**src/design/scs_pkg.sv**
```systemverilog
package scs_pkg;

	// ----------------------------------------------------------------
	// Register map (APB byte addresses)
	// ----------------------------------------------------------------
	localparam logic [7:0] SCS_ADDR_CONFIG  = 8'h00;
	localparam logic [7:0] SCS_ADDR_STATUS  = 8'h04;
	localparam logic [7:0] SCS_ADDR_SWITCH  = 8'h08;
	localparam logic [7:0] SCS_ADDR_DIVIDER = 8'h0c;

	// ----------------------------------------------------------------
	// Configuration word layout
	// ----------------------------------------------------------------
	localparam int SCS_PMODE_LSB  = 0;
	localparam int SCS_RANGE_LSB  = 3;
	localparam int SCS_SECPWR_BIT = 5;
	localparam int SCS_SWMON_LSB  = 6;
	localparam int SCS_INIT_LSB   = 8;
	localparam int SCS_OUTFN_BIT  = 11;
	localparam int SCS_LOW_POWER_INTERNAL_RC_BIT   = 12;

	// Erased configuration values
	localparam logic [1:0] SCS_PMODE_ERASED = 2'h3;
	localparam logic [2:0] SCS_INIT_ERASED  = 3'h7;
	localparam logic [1:0] SCS_RANGE_ERASED = 2'h3;
	localparam logic [1:0] SCS_SWMON_ERASED = 2'h3;

	// Primary mode field encodings
	localparam logic [1:0] SCS_PMODE_EXT  = 2'h0;
	localparam logic [1:0] SCS_PMODE_STD  = 2'h1;
	localparam logic [1:0] SCS_PMODE_HS   = 2'h2;
	localparam logic [1:0] SCS_PMODE_OFF  = 2'h3;

	// Initial source field encodings
	localparam logic [2:0] SCS_INIT_FRC      = 3'h0;
	localparam logic [2:0] SCS_INIT_FRC_PLL  = 3'h1;
	localparam logic [2:0] SCS_INIT_PRI      = 3'h2;
	localparam logic [2:0] SCS_INIT_PRI_PLL  = 3'h3;
	localparam logic [2:0] SCS_INIT_SEC      = 3'h4;
	localparam logic [2:0] SCS_INIT_LOW_POWER_INTERNAL_RC     = 3'h5;
	localparam logic [2:0] SCS_INIT_SLOW_FRC = 3'h6;
	localparam logic [2:0] SCS_INIT_FRC_DIV  = 3'h7;

	localparam logic [2:0] SCS_POSTDIV_RESET = 3'h0;
	localparam logic [1:0] SCS_PLL_MULT      = 2'h3;

	typedef enum logic [3:0] {
		SCS_SRC_FRC,
		SCS_SRC_FRC_PLL,
		SCS_SRC_HS,
		SCS_SRC_STD,
		SCS_SRC_EXT,
		SCS_SRC_HS_PLL,
		SCS_SRC_EXT_PLL,
		SCS_SRC_SEC,
		SCS_SRC_LOW_POWER_INTERNAL_RC,
		SCS_SRC_SLOW_FRC,
		SCS_SRC_FRC_DIV,
		SCS_SRC_INVALID
	} scs_src_t;

	typedef struct packed {
		logic [1:0] primary_mode_field;
		logic [2:0] initial_source_field;
		logic [1:0] ext_clock_range_field;
		logic [1:0] switch_monitor_field;
		logic       secondary_power_select;
		logic       osc_out_pin_function_bit;
		logic       low_power_internal_rc_low_power;
	} scs_cfg_t;

	typedef struct packed {
		logic       primary_osc_enable;
		logic       primary_high_gain;
		logic       primary_ext_clock;
		logic [1:0] ext_clock_range_field;
		logic       secondary_osc_enable;
		logic       secondary_power_select;
		logic       fast_rc_enable;
		logic       slow_fast_rc_enable;
		logic       low_power_internal_rc_enable;
		logic       low_power_internal_rc_low_power;
		logic       pll_enable;
		logic [2:0] postdiv;
		logic       failsafe_clock_monitor;
		logic       switch_allowed;
	} scs_osc_ctrl_t;

endpackage

```
**src/design/scs_clock_select.sv**
```systemverilog
// Contract
// Instruction clock is processor clock divided by two.
// Times-four PLL serves only primary oscillator or 8 MHz fast RC.
// Fast RC may pass a programmable postscaler before use.
// Instruction clock may drive the primary output pin in some primary modes.
// Output pin function chosen by a dedicated configuration bit.
// At power-on, source chosen by 2-bit mode and 3-bit initial fields.
// Erased fields 11/111 select 8 MHz fast RC with postscaler.
// 110 selects 500 kHz fast RC postscaled, 101 low-power RC, mode 11.
// 001 selects fast RC through PLL, 000 plain fast RC.
// 100 with mode 00 selects the secondary oscillator.
// 011 runs primary through PLL: mode 10 crystal, 00 external clock.
// 010 runs primary plain: 10 fast crystal, 01 standard, 00 external.
// 2-bit range field tunes external clock mode; erased means above 8 MHz.
// Run-time switching allowed only when upper switch/monitor bit is zero.
// Fail-safe monitor enabled only when both switch/monitor bits are zero.
// One bit selects high- or low-power secondary oscillator.
// Low-power RC runs high-accuracy or low-power mode.
// Fast RC exists as 8 MHz and 500 kHz variants.
// Processor and peripheral clocks come from the one selected source.
// Fields sampled once after reset; selection held until reset or switch.
module scs_clock_select (
	input  wire logic                  pclk,
	input  wire logic                  presetn,
	input  wire logic                  psel,
	input  wire logic                  penable,
	input  wire logic                  pwrite,
	input  wire logic [7:0]            paddr,
	input  wire logic [31:0]           pwdata,
	output logic      [31:0]           prdata,
	output logic                       pready,
	output logic                       pslverr,
	input  wire logic [12:0]           osc_source_config_word,
	input  wire logic                  primary_osc_in_pin,
	input  wire logic                  secondary_osc_in_pin,
	output logic                       primary_osc_out_pin_o,
	output logic                       primary_osc_out_pin_oe_n,
	output scs_pkg::scs_osc_ctrl_t     osc_ctrl,
	output logic                       cpu_clk_en,
	output logic                       periph_clk_en,
	output logic                       instr_clk_en
);
	import scs_pkg::*;

	// ----------------------------------------------------------------
	// Pin synchronisers
	// ----------------------------------------------------------------
	logic [1:0] pri_sync_q;
	logic [1:0] sec_sync_q;
	logic       pri_prev_q;
	logic       sec_prev_q;

	always_ff @(posedge pclk or negedge presetn) begin
		if (!presetn) begin
			pri_sync_q <= 2'h0;
			sec_sync_q <= 2'h0;
			pri_prev_q <= 1'b0;
			sec_prev_q <= 1'b0;
		end else begin
			pri_sync_q <= {pri_sync_q[0], primary_osc_in_pin};
			sec_sync_q <= {sec_sync_q[0], secondary_osc_in_pin};
			pri_prev_q <= pri_sync_q[1];
			sec_prev_q <= sec_sync_q[1];
		end
	end

	logic pri_tick;
	logic sec_tick;
	assign pri_tick = pri_sync_q[1] & ~pri_prev_q;
	assign sec_tick = sec_sync_q[1] & ~sec_prev_q;

	// ----------------------------------------------------------------
	// Configuration capture after reset release
	// ----------------------------------------------------------------
	// Straps are caught by a clocked load, never by the async reset
	scs_cfg_t cfg_q;
	logic     cfg_loaded_q;

	always_ff @(posedge pclk or negedge presetn) begin
		if (!presetn) begin
			cfg_loaded_q <= 1'b0;
			cfg_q        <= '{SCS_PMODE_ERASED, SCS_INIT_ERASED, SCS_RANGE_ERASED,
			                  SCS_SWMON_ERASED, 1'b1, 1'b1, 1'b1};
		end else if (!cfg_loaded_q) begin
			cfg_loaded_q <= 1'b1;
			cfg_q.primary_mode_field       <= osc_source_config_word[SCS_PMODE_LSB +: 2];
			cfg_q.initial_source_field     <= osc_source_config_word[SCS_INIT_LSB +: 3];
			cfg_q.ext_clock_range_field    <= osc_source_config_word[SCS_RANGE_LSB +: 2];
			cfg_q.switch_monitor_field     <= osc_source_config_word[SCS_SWMON_LSB +: 2];
			cfg_q.secondary_power_select   <= osc_source_config_word[SCS_SECPWR_BIT];
			cfg_q.osc_out_pin_function_bit <= osc_source_config_word[SCS_OUTFN_BIT];
			cfg_q.low_power_internal_rc_low_power           <= osc_source_config_word[SCS_LOW_POWER_INTERNAL_RC_BIT];
		end
	end

	// ----------------------------------------------------------------
	// Source decode
	// ----------------------------------------------------------------
	function automatic scs_src_t decode_src(input logic [2:0] init, input logic [1:0] pmode);
		scs_src_t s;
		s = SCS_SRC_INVALID;
		case (init)
			SCS_INIT_FRC_DIV:  s = SCS_SRC_FRC_DIV;
			SCS_INIT_SLOW_FRC: s = SCS_SRC_SLOW_FRC;
			SCS_INIT_LOW_POWER_INTERNAL_RC:     s = SCS_SRC_LOW_POWER_INTERNAL_RC;
			SCS_INIT_SEC:      s = SCS_SRC_SEC;
			SCS_INIT_FRC_PLL:  s = SCS_SRC_FRC_PLL;
			SCS_INIT_FRC:      s = SCS_SRC_FRC;
			SCS_INIT_PRI_PLL: begin
				if (pmode == SCS_PMODE_HS)
					s = SCS_SRC_HS_PLL;
				else if (pmode == SCS_PMODE_EXT)
					s = SCS_SRC_EXT_PLL;
				else
					s = SCS_SRC_INVALID;
			end
			SCS_INIT_PRI: begin
				case (pmode)
					SCS_PMODE_HS:  s = SCS_SRC_HS;
					SCS_PMODE_STD: s = SCS_SRC_STD;
					SCS_PMODE_EXT: s = SCS_SRC_EXT;
					default:       s = SCS_SRC_INVALID;
				endcase
			end
			default: s = SCS_SRC_INVALID;
		endcase
		return s;
	endfunction

	// Invalid combinations fall back to the 8 MHz fast RC so the core always has a clock
	scs_src_t boot_src;
	scs_src_t boot_src_safe;
	assign boot_src      = decode_src(cfg_q.initial_source_field, cfg_q.primary_mode_field);
	assign boot_src_safe = (boot_src == SCS_SRC_INVALID) ? SCS_SRC_FRC : boot_src;

	// ----------------------------------------------------------------
	// Register file and run-time switch
	// ----------------------------------------------------------------
	logic       switch_allowed;
	logic       monitor_on;
	assign switch_allowed = ~cfg_q.switch_monitor_field[1];
	assign monitor_on     = (cfg_q.switch_monitor_field == 2'h0);

	logic       access;
	logic       wr_en;
	logic       addr_ok;
	assign access  = psel & penable;
	assign wr_en   = access & pwrite;
	assign addr_ok = (paddr == SCS_ADDR_CONFIG) || (paddr == SCS_ADDR_STATUS) ||
	                 (paddr == SCS_ADDR_SWITCH) || (paddr == SCS_ADDR_DIVIDER);

	scs_src_t   cur_src_q;
	logic       switch_refused_q;
	logic       switch_seen_q;
	logic [2:0] postdiv_q;

	always_ff @(posedge pclk or negedge presetn) begin
		if (!presetn) begin
			cur_src_q        <= SCS_SRC_FRC_DIV;
			switch_refused_q <= 1'b0;
		end else if (!cfg_loaded_q) begin
			cur_src_q <= SCS_SRC_FRC_DIV;
		end else if (!cfg_loaded_q || (cur_src_q != boot_src_safe && !switch_seen_q)) begin
			cur_src_q <= boot_src_safe;
		end else if (wr_en && paddr == SCS_ADDR_SWITCH) begin
			if (switch_allowed && decode_src(pwdata[2:0], pwdata[9:8]) != SCS_SRC_INVALID) begin
				cur_src_q        <= decode_src(pwdata[2:0], pwdata[9:8]);
				switch_refused_q <= 1'b0;
			end else begin
				switch_refused_q <= 1'b1;
			end
		end
	end

	// Marks that software has written a switch request while switching is allowed, even one that is refused
	always_ff @(posedge pclk or negedge presetn) begin
		if (!presetn)
			switch_seen_q <= 1'b0;
		else if (cfg_loaded_q && wr_en && paddr == SCS_ADDR_SWITCH && switch_allowed)
			switch_seen_q <= 1'b1;
	end

	always_ff @(posedge pclk or negedge presetn) begin
		if (!presetn)
			postdiv_q <= SCS_POSTDIV_RESET;
		else if (wr_en && paddr == SCS_ADDR_DIVIDER)
			postdiv_q <= pwdata[2:0];
	end

	always_ff @(posedge pclk or negedge presetn) begin
		if (!presetn) begin
			prdata  <= 32'h0;
			pready  <= 1'b0;
			pslverr <= 1'b0;
		end else begin
			pready  <= psel & ~penable;
			pslverr <= psel & ~penable & ~addr_ok;
			prdata  <= 32'h0;
			if (psel && !penable && !pwrite) begin
				case (paddr)
					SCS_ADDR_CONFIG:  prdata <= {20'h0, cfg_q};
					SCS_ADDR_STATUS:  prdata <= {24'h0, switch_refused_q, monitor_on,
					                             switch_allowed, 1'b0, cur_src_q};
					SCS_ADDR_SWITCH:  prdata <= {28'h0, cur_src_q};
					SCS_ADDR_DIVIDER: prdata <= {29'h0, postdiv_q};
					default:          prdata <= 32'h0;
				endcase
			end
		end
	end

	// ----------------------------------------------------------------
	// Oscillator controls
	// ----------------------------------------------------------------
	logic src_primary;
	logic src_pll;
	logic src_fast_rc;
	assign src_primary = cur_src_q inside {SCS_SRC_HS, SCS_SRC_STD, SCS_SRC_EXT,
	                                       SCS_SRC_HS_PLL, SCS_SRC_EXT_PLL};
	assign src_pll     = cur_src_q inside {SCS_SRC_FRC_PLL, SCS_SRC_HS_PLL, SCS_SRC_EXT_PLL};
	assign src_fast_rc = cur_src_q inside {SCS_SRC_FRC, SCS_SRC_FRC_PLL, SCS_SRC_FRC_DIV};

	always_ff @(posedge pclk or negedge presetn) begin
		if (!presetn) begin
			osc_ctrl <= '0;
		end else begin
			osc_ctrl.primary_osc_enable     <= src_primary;
			osc_ctrl.primary_high_gain      <= cur_src_q inside {SCS_SRC_HS, SCS_SRC_HS_PLL};
			osc_ctrl.primary_ext_clock      <= cur_src_q inside {SCS_SRC_EXT, SCS_SRC_EXT_PLL};
			osc_ctrl.ext_clock_range_field  <= cfg_q.ext_clock_range_field;
			osc_ctrl.secondary_osc_enable   <= (cur_src_q == SCS_SRC_SEC);
			osc_ctrl.secondary_power_select <= cfg_q.secondary_power_select;
			osc_ctrl.fast_rc_enable         <= src_fast_rc;
			osc_ctrl.slow_fast_rc_enable    <= (cur_src_q == SCS_SRC_SLOW_FRC);
			osc_ctrl.low_power_internal_rc_enable            <= (cur_src_q == SCS_SRC_LOW_POWER_INTERNAL_RC);
			osc_ctrl.low_power_internal_rc_low_power         <= cfg_q.low_power_internal_rc_low_power;
			osc_ctrl.pll_enable             <= src_pll;
			osc_ctrl.postdiv                <= (cur_src_q inside {SCS_SRC_FRC_DIV, SCS_SRC_SLOW_FRC})
			                                   ? postdiv_q : SCS_POSTDIV_RESET;
			osc_ctrl.failsafe_clock_monitor <= monitor_on;
			osc_ctrl.switch_allowed         <= switch_allowed;
		end
	end

	// ----------------------------------------------------------------
	// Clock enable generation
	// ----------------------------------------------------------------
	// Internal sources are modelled as pclk rate; external ones as synchronised edges
	logic       src_tick;
	logic [1:0] pll_cnt_q;
	logic [7:0] post_cnt_q;
	logic       pre_tick;
	logic       proc_tick;

	assign src_tick = src_primary ? pri_tick : (cur_src_q == SCS_SRC_SEC) ? sec_tick : 1'b1;
	// PLL multiplies primary ticks by four; fast RC through it stays at one processor tick per pclk
	assign pre_tick  = src_pll ? (src_tick || pll_cnt_q != 2'h0) : src_tick;
	assign proc_tick = pre_tick && (osc_ctrl.postdiv == SCS_POSTDIV_RESET ||
	                                post_cnt_q == 8'h0);

	always_ff @(posedge pclk or negedge presetn) begin
		if (!presetn)
			pll_cnt_q <= 2'h0;
		else if (src_pll && (src_tick || pll_cnt_q != 2'h0))
			pll_cnt_q <= (pll_cnt_q == SCS_PLL_MULT) ? 2'h0 : pll_cnt_q + 2'h1;
		else
			pll_cnt_q <= 2'h0;
	end

	// Postscaler divides by 2^postdiv
	always_ff @(posedge pclk or negedge presetn) begin
		if (!presetn)
			post_cnt_q <= 8'h0;
		else if (pre_tick)
			post_cnt_q <= (post_cnt_q >= ((8'h1 << osc_ctrl.postdiv) - 8'h1)) ? 8'h0 : post_cnt_q + 8'h1;
	end

	logic cy_phase_q;
	always_ff @(posedge pclk or negedge presetn) begin
		if (!presetn) begin
			cy_phase_q    <= 1'b0;
			cpu_clk_en    <= 1'b0;
			periph_clk_en <= 1'b0;
			instr_clk_en  <= 1'b0;
		end else begin
			if (proc_tick)
				cy_phase_q <= ~cy_phase_q;
			cpu_clk_en    <= proc_tick;
			periph_clk_en <= proc_tick;
			instr_clk_en  <= proc_tick & cy_phase_q;
		end
	end

	// ----------------------------------------------------------------
	// Output pin function
	// ----------------------------------------------------------------
	// Only non-crystal sources free the pin; a crystal needs it for the resonator
	logic pin_drives_cy;
	assign pin_drives_cy = !cfg_q.osc_out_pin_function_bit &&
	                       !(cur_src_q inside {SCS_SRC_HS, SCS_SRC_STD, SCS_SRC_HS_PLL});

	always_ff @(posedge pclk or negedge presetn) begin
		if (!presetn) begin
			primary_osc_out_pin_o    <= 1'b0;
			primary_osc_out_pin_oe_n <= 1'b1;
		end else begin
			primary_osc_out_pin_oe_n <= ~pin_drives_cy;
			if (proc_tick)
				primary_osc_out_pin_o <= cy_phase_q;
		end
	end

endmodule

```
**config.mk**
```make
export PLATFORM = sky130hd
export DESIGN_NAME = scs_clock_select
export DESIGN_NICKNAME = d
export VERILOG_FILES = /design/src/design/scs_pkg.sv /design/src/design/scs_clock_select.sv
export SDC_FILE = /design/constraint.sdc
export NUM_CORES = 1
export LEC_CHECK = 0
export BUFFER_PORTS_ARGS = -buffer_cell sky130_fd_sc_hd__buf_2
export CORE_MARGIN = 3
export CORE_UTILIZATION = 30
export CTS_BUF_LIST = sky130_fd_sc_hd__clkbuf_16
export DETAILED_ROUTE_END_ITERATION = 10
export GPL_TIMING_DRIVEN = 0
export PLACE_DENSITY_LB_ADDON = 0.12
export SETUP_SLACK_MARGIN = 0.5
export SYNTH_ARGS = -nofsm -noshare
export SYNTH_HDL_FRONTEND = slang
export SYNTH_SLANG_ARGS = --single-unit
```
**constraint.sdc**
```tcl
create_clock -name pclk -period 3.97 [get_ports pclk]
set_clock_uncertainty 0.1 [all_clocks]
set_input_delay 0.794 -clock pclk [delete_from_list [all_inputs] [get_ports pclk]]
set_output_delay 0.794 -clock pclk [all_outputs]
set_load 0.02 [all_outputs]
```
==> impl_metrics.yaml <==
pwr:
  leakage_uw: 0.00234
  ir_worst_vdd_v: 0.000156
  powerDensity_mw_per_mm2: 474
die:
  ios: 116
  coreArea_mm2: 0.0121
  rows: 40
  die_h_um: 118
  initial_core_util: 0.311
  die-area_mm2: 0.0139
  fp.dieW_um: 118
finish:
  mostFrequentLayoutCell: "buf_2"
  syn2layout_area_growth_pct: 25.2
  final_cell_mix: "buf_2, dfrtp_1, nor2_1"
  final_area_mm2: 0.00471
  final_nets: 519
  drive_gt1_frac: 0.333
  final_util: 0.389
  n_antenna_cell: 0
routing:
  wire_per_inst_um: 14.2
  drt-initial-drc-count: 171
  drt_wl_total_um: 8770
  drc: 0
  vias: 2788
  ant_nets: 0
  first_pass_iters: 4
  via_per_inst: 4.50
worst_setup_path:
  cp_max_fo: 10
  crit_path_start_kind: "flip-flop"
  worst_ep_arrival_time_ns: 3.29
  crit_path_end_kind: "flip-flop"
  critPathRequiredTime_ns: 4.14
  critPathKind: "flip-flop to flip-flop"
clock_network:
  cts_made_buffers: 9
  cts_buffer_depth: 2
  cts_sinks: 74
  tritoncts: "yes"
  clkTransAtPathRegs_ns: 0.06
  cts_setup_buffers: 0
  root_buffer: "clkbuf_16"
  insertion_delay_ns: 0.33
  h-tree-depth: 3
  ctsHoldBuffers: 0
min_path:
  hold_path_class: "flip-flop to flip-flop"
placement:
  dp_hpwl_um: 6590
  gp_congestion: 0.816
  dpl-instance-area_mm2: 0.00438
  place.port_buffers: 63
  place_ws_ns: 0.562
logic_synthesis:
  ys_types: 63
  syn_avg_cell_area_um2: 10.7
  yosysSeqAreaShare: 0.497
  ys_warn_count: 0
  ys_seq_elements: 74
  synth-edff-count: 0
  syn_inst: 351
  synth_flop_cell: "dfrtp_1"
  synthArstFlopShare: 1.00
  syn_area_mm2: 0.00376
global_route:
  antenna_found_initial: 0
  top_usage_layer: "met2"
  grt_max_degree: 41
  grt_usage: 0.135
  grt_use_met1: 0.172
  grt_pass1_vias: 2808
  gr-usage-met2: 0.213
  met3_usage: 0.0418
  grt_overflow: 0
  grt_pass1_wl_um: 14800
sta:
  setup-violations-final: 0
  fin_crit_ns: 3.11
  rsz0062_at_grt: "false"
  worst_pin_slew_ns: 0.709
  setup_tns_ns: 0
  slew_headroom: 0.527
  fin_crit_sh: 0.785
  layout_setup_ws_ns: 0.855
  final-hold-violation-count: 0
  fmax_mhz: 321
  hold_slack_ns: 0.247
  maxSlewViolCount: 0
job:
  max_cap_violations: 0
run_status:
  outcome: "finished clean"
cell usage after synthesis, drive strengths merged (3+ instances only):
cell type	n	area, um2
dfrtp	59	1480
buf	29	209
nor2	28	105
mux2	21	236
nand2	17	63.8
dfstp	15	394
o21ai	15	75.1
ha	13	163
and2	12	75.1
nor2b	12	75.1
a21oi	11	62.6
nand2b	11	68.8
inv	10	37.5
nor3	9	45.0
clkbuf	8	30.0
and3	5	31.3
mux2i	5	50.1
xor2	5	43.8
a22o	4	35.0
nand3	4	20.0
nor4	4	25.0
a21o	3	22.5
a222oi	3	30.0
nand3b	3	22.5
o21a	3	22.5
xnor2	3	26.3
critical path, stage by stage, from the launching register on:
cell and delay (ns):
dfrtp_1 0.45, inv_1 0.09, nand2_1 0.13, ha_1 0.16
clkbuf_1 0.24, nor3_1 0.08, a21o_1 0.16, a21oi_1 0.17
ha_1 0.26, a21o_1 0.17, a2111oi_2 0.40, a21oi_2 0.21
nor2_2 0.24, mux2_2 0.19
stage by stage:
stage	power, uW	std cells
finish	2230	619
detailed placement	1400	603
CTS	2260	619
floorplan	1240	371
global route	2370	619
global placement	1390	602
sequential cells by signal, indices dropped and copies added (netlist names):
name,cells
cfg_q,12
switch_refused_q,1
cur_src_q,4
cy_phase_q,1
pri_prev_q,1
prdata,12
pri_sync_q,2
pslverr,1
sec_sync_q,2
periph_clk_en,1
osc_ctrl,17
sec_prev_q,1
switch_seen_q,1
instr_clk_en,1
postdiv_q,3
cfg_loaded_q,1
pready,1
primary_osc_out_pin_oe_n,1
primary_osc_out_pin_o,1
pll_cnt_q,2
post_cnt_q,8
repair_timing:
item                                    in CTS  in global routing
resized for setup                            0                  4
hold endpoints to repair                     0                  0
endpoints found under the setup margin       0                  8
metal layers:
layer	routed length [um]	share of wire
met2	4350	0.50
met4	143	0.016
met1	3970	0.45
met3	310	0.035
met5	0	0
area by class of cell:
cell class,count,area (um2)
buffer,37,239
clock buffer,9,225
clock inverter,7,86.3
fill,1257,7400
inverter,10,37.5
multi-input combinational,250,1700
sequential,74,1870
tap,168,210
timing repair buffer,64,338
path summary, 6_finish.rpt:
path / slack [ns] / cells after the start / end / from
min: 0.25 / 0 / sec_sync_q[1] / sec_sync_q[0]
max: 0.86 / 13 / post_cnt_q[0] / osc_ctrl[3]
max reg2reg: 0.86 / 13 / post_cnt_q[0] / osc_ctrl[3]
max in group asynchronous: 2.83 / 2 / cfg_q[9] / presetn
min in group asynchronous: 0.31 / 1 / osc_ctrl[14] / presetn
min reg2reg: 0.25 / 0 / sec_sync_q[1] / sec_sync_q[0]
power by group:
group	internal [uW]	leakage (uW)	switching, uW
Combinational	203	0.00125	288
Sequential	843	0.000931	50.1
Clock	544	0.000162	303
Total	1590	0.00234	641
logic make-up (layout without fill, tap and decap cells):
family	Yosys count	after routing	synth area share
AOI/OAI and AO/OA	61	61	0.116
xor gates and xnor gates	8	8	0.0186
adders and majority gates	13	13	0.0432
buffers and inverters	47	127	0.0735
DFF	74	74	0.497
muxes	26	26	0.0762
other	2	22	0.00200
and+or+nand+nor	120	120	0.173
No activity file was read; power rests on OpenSTA's default activity.
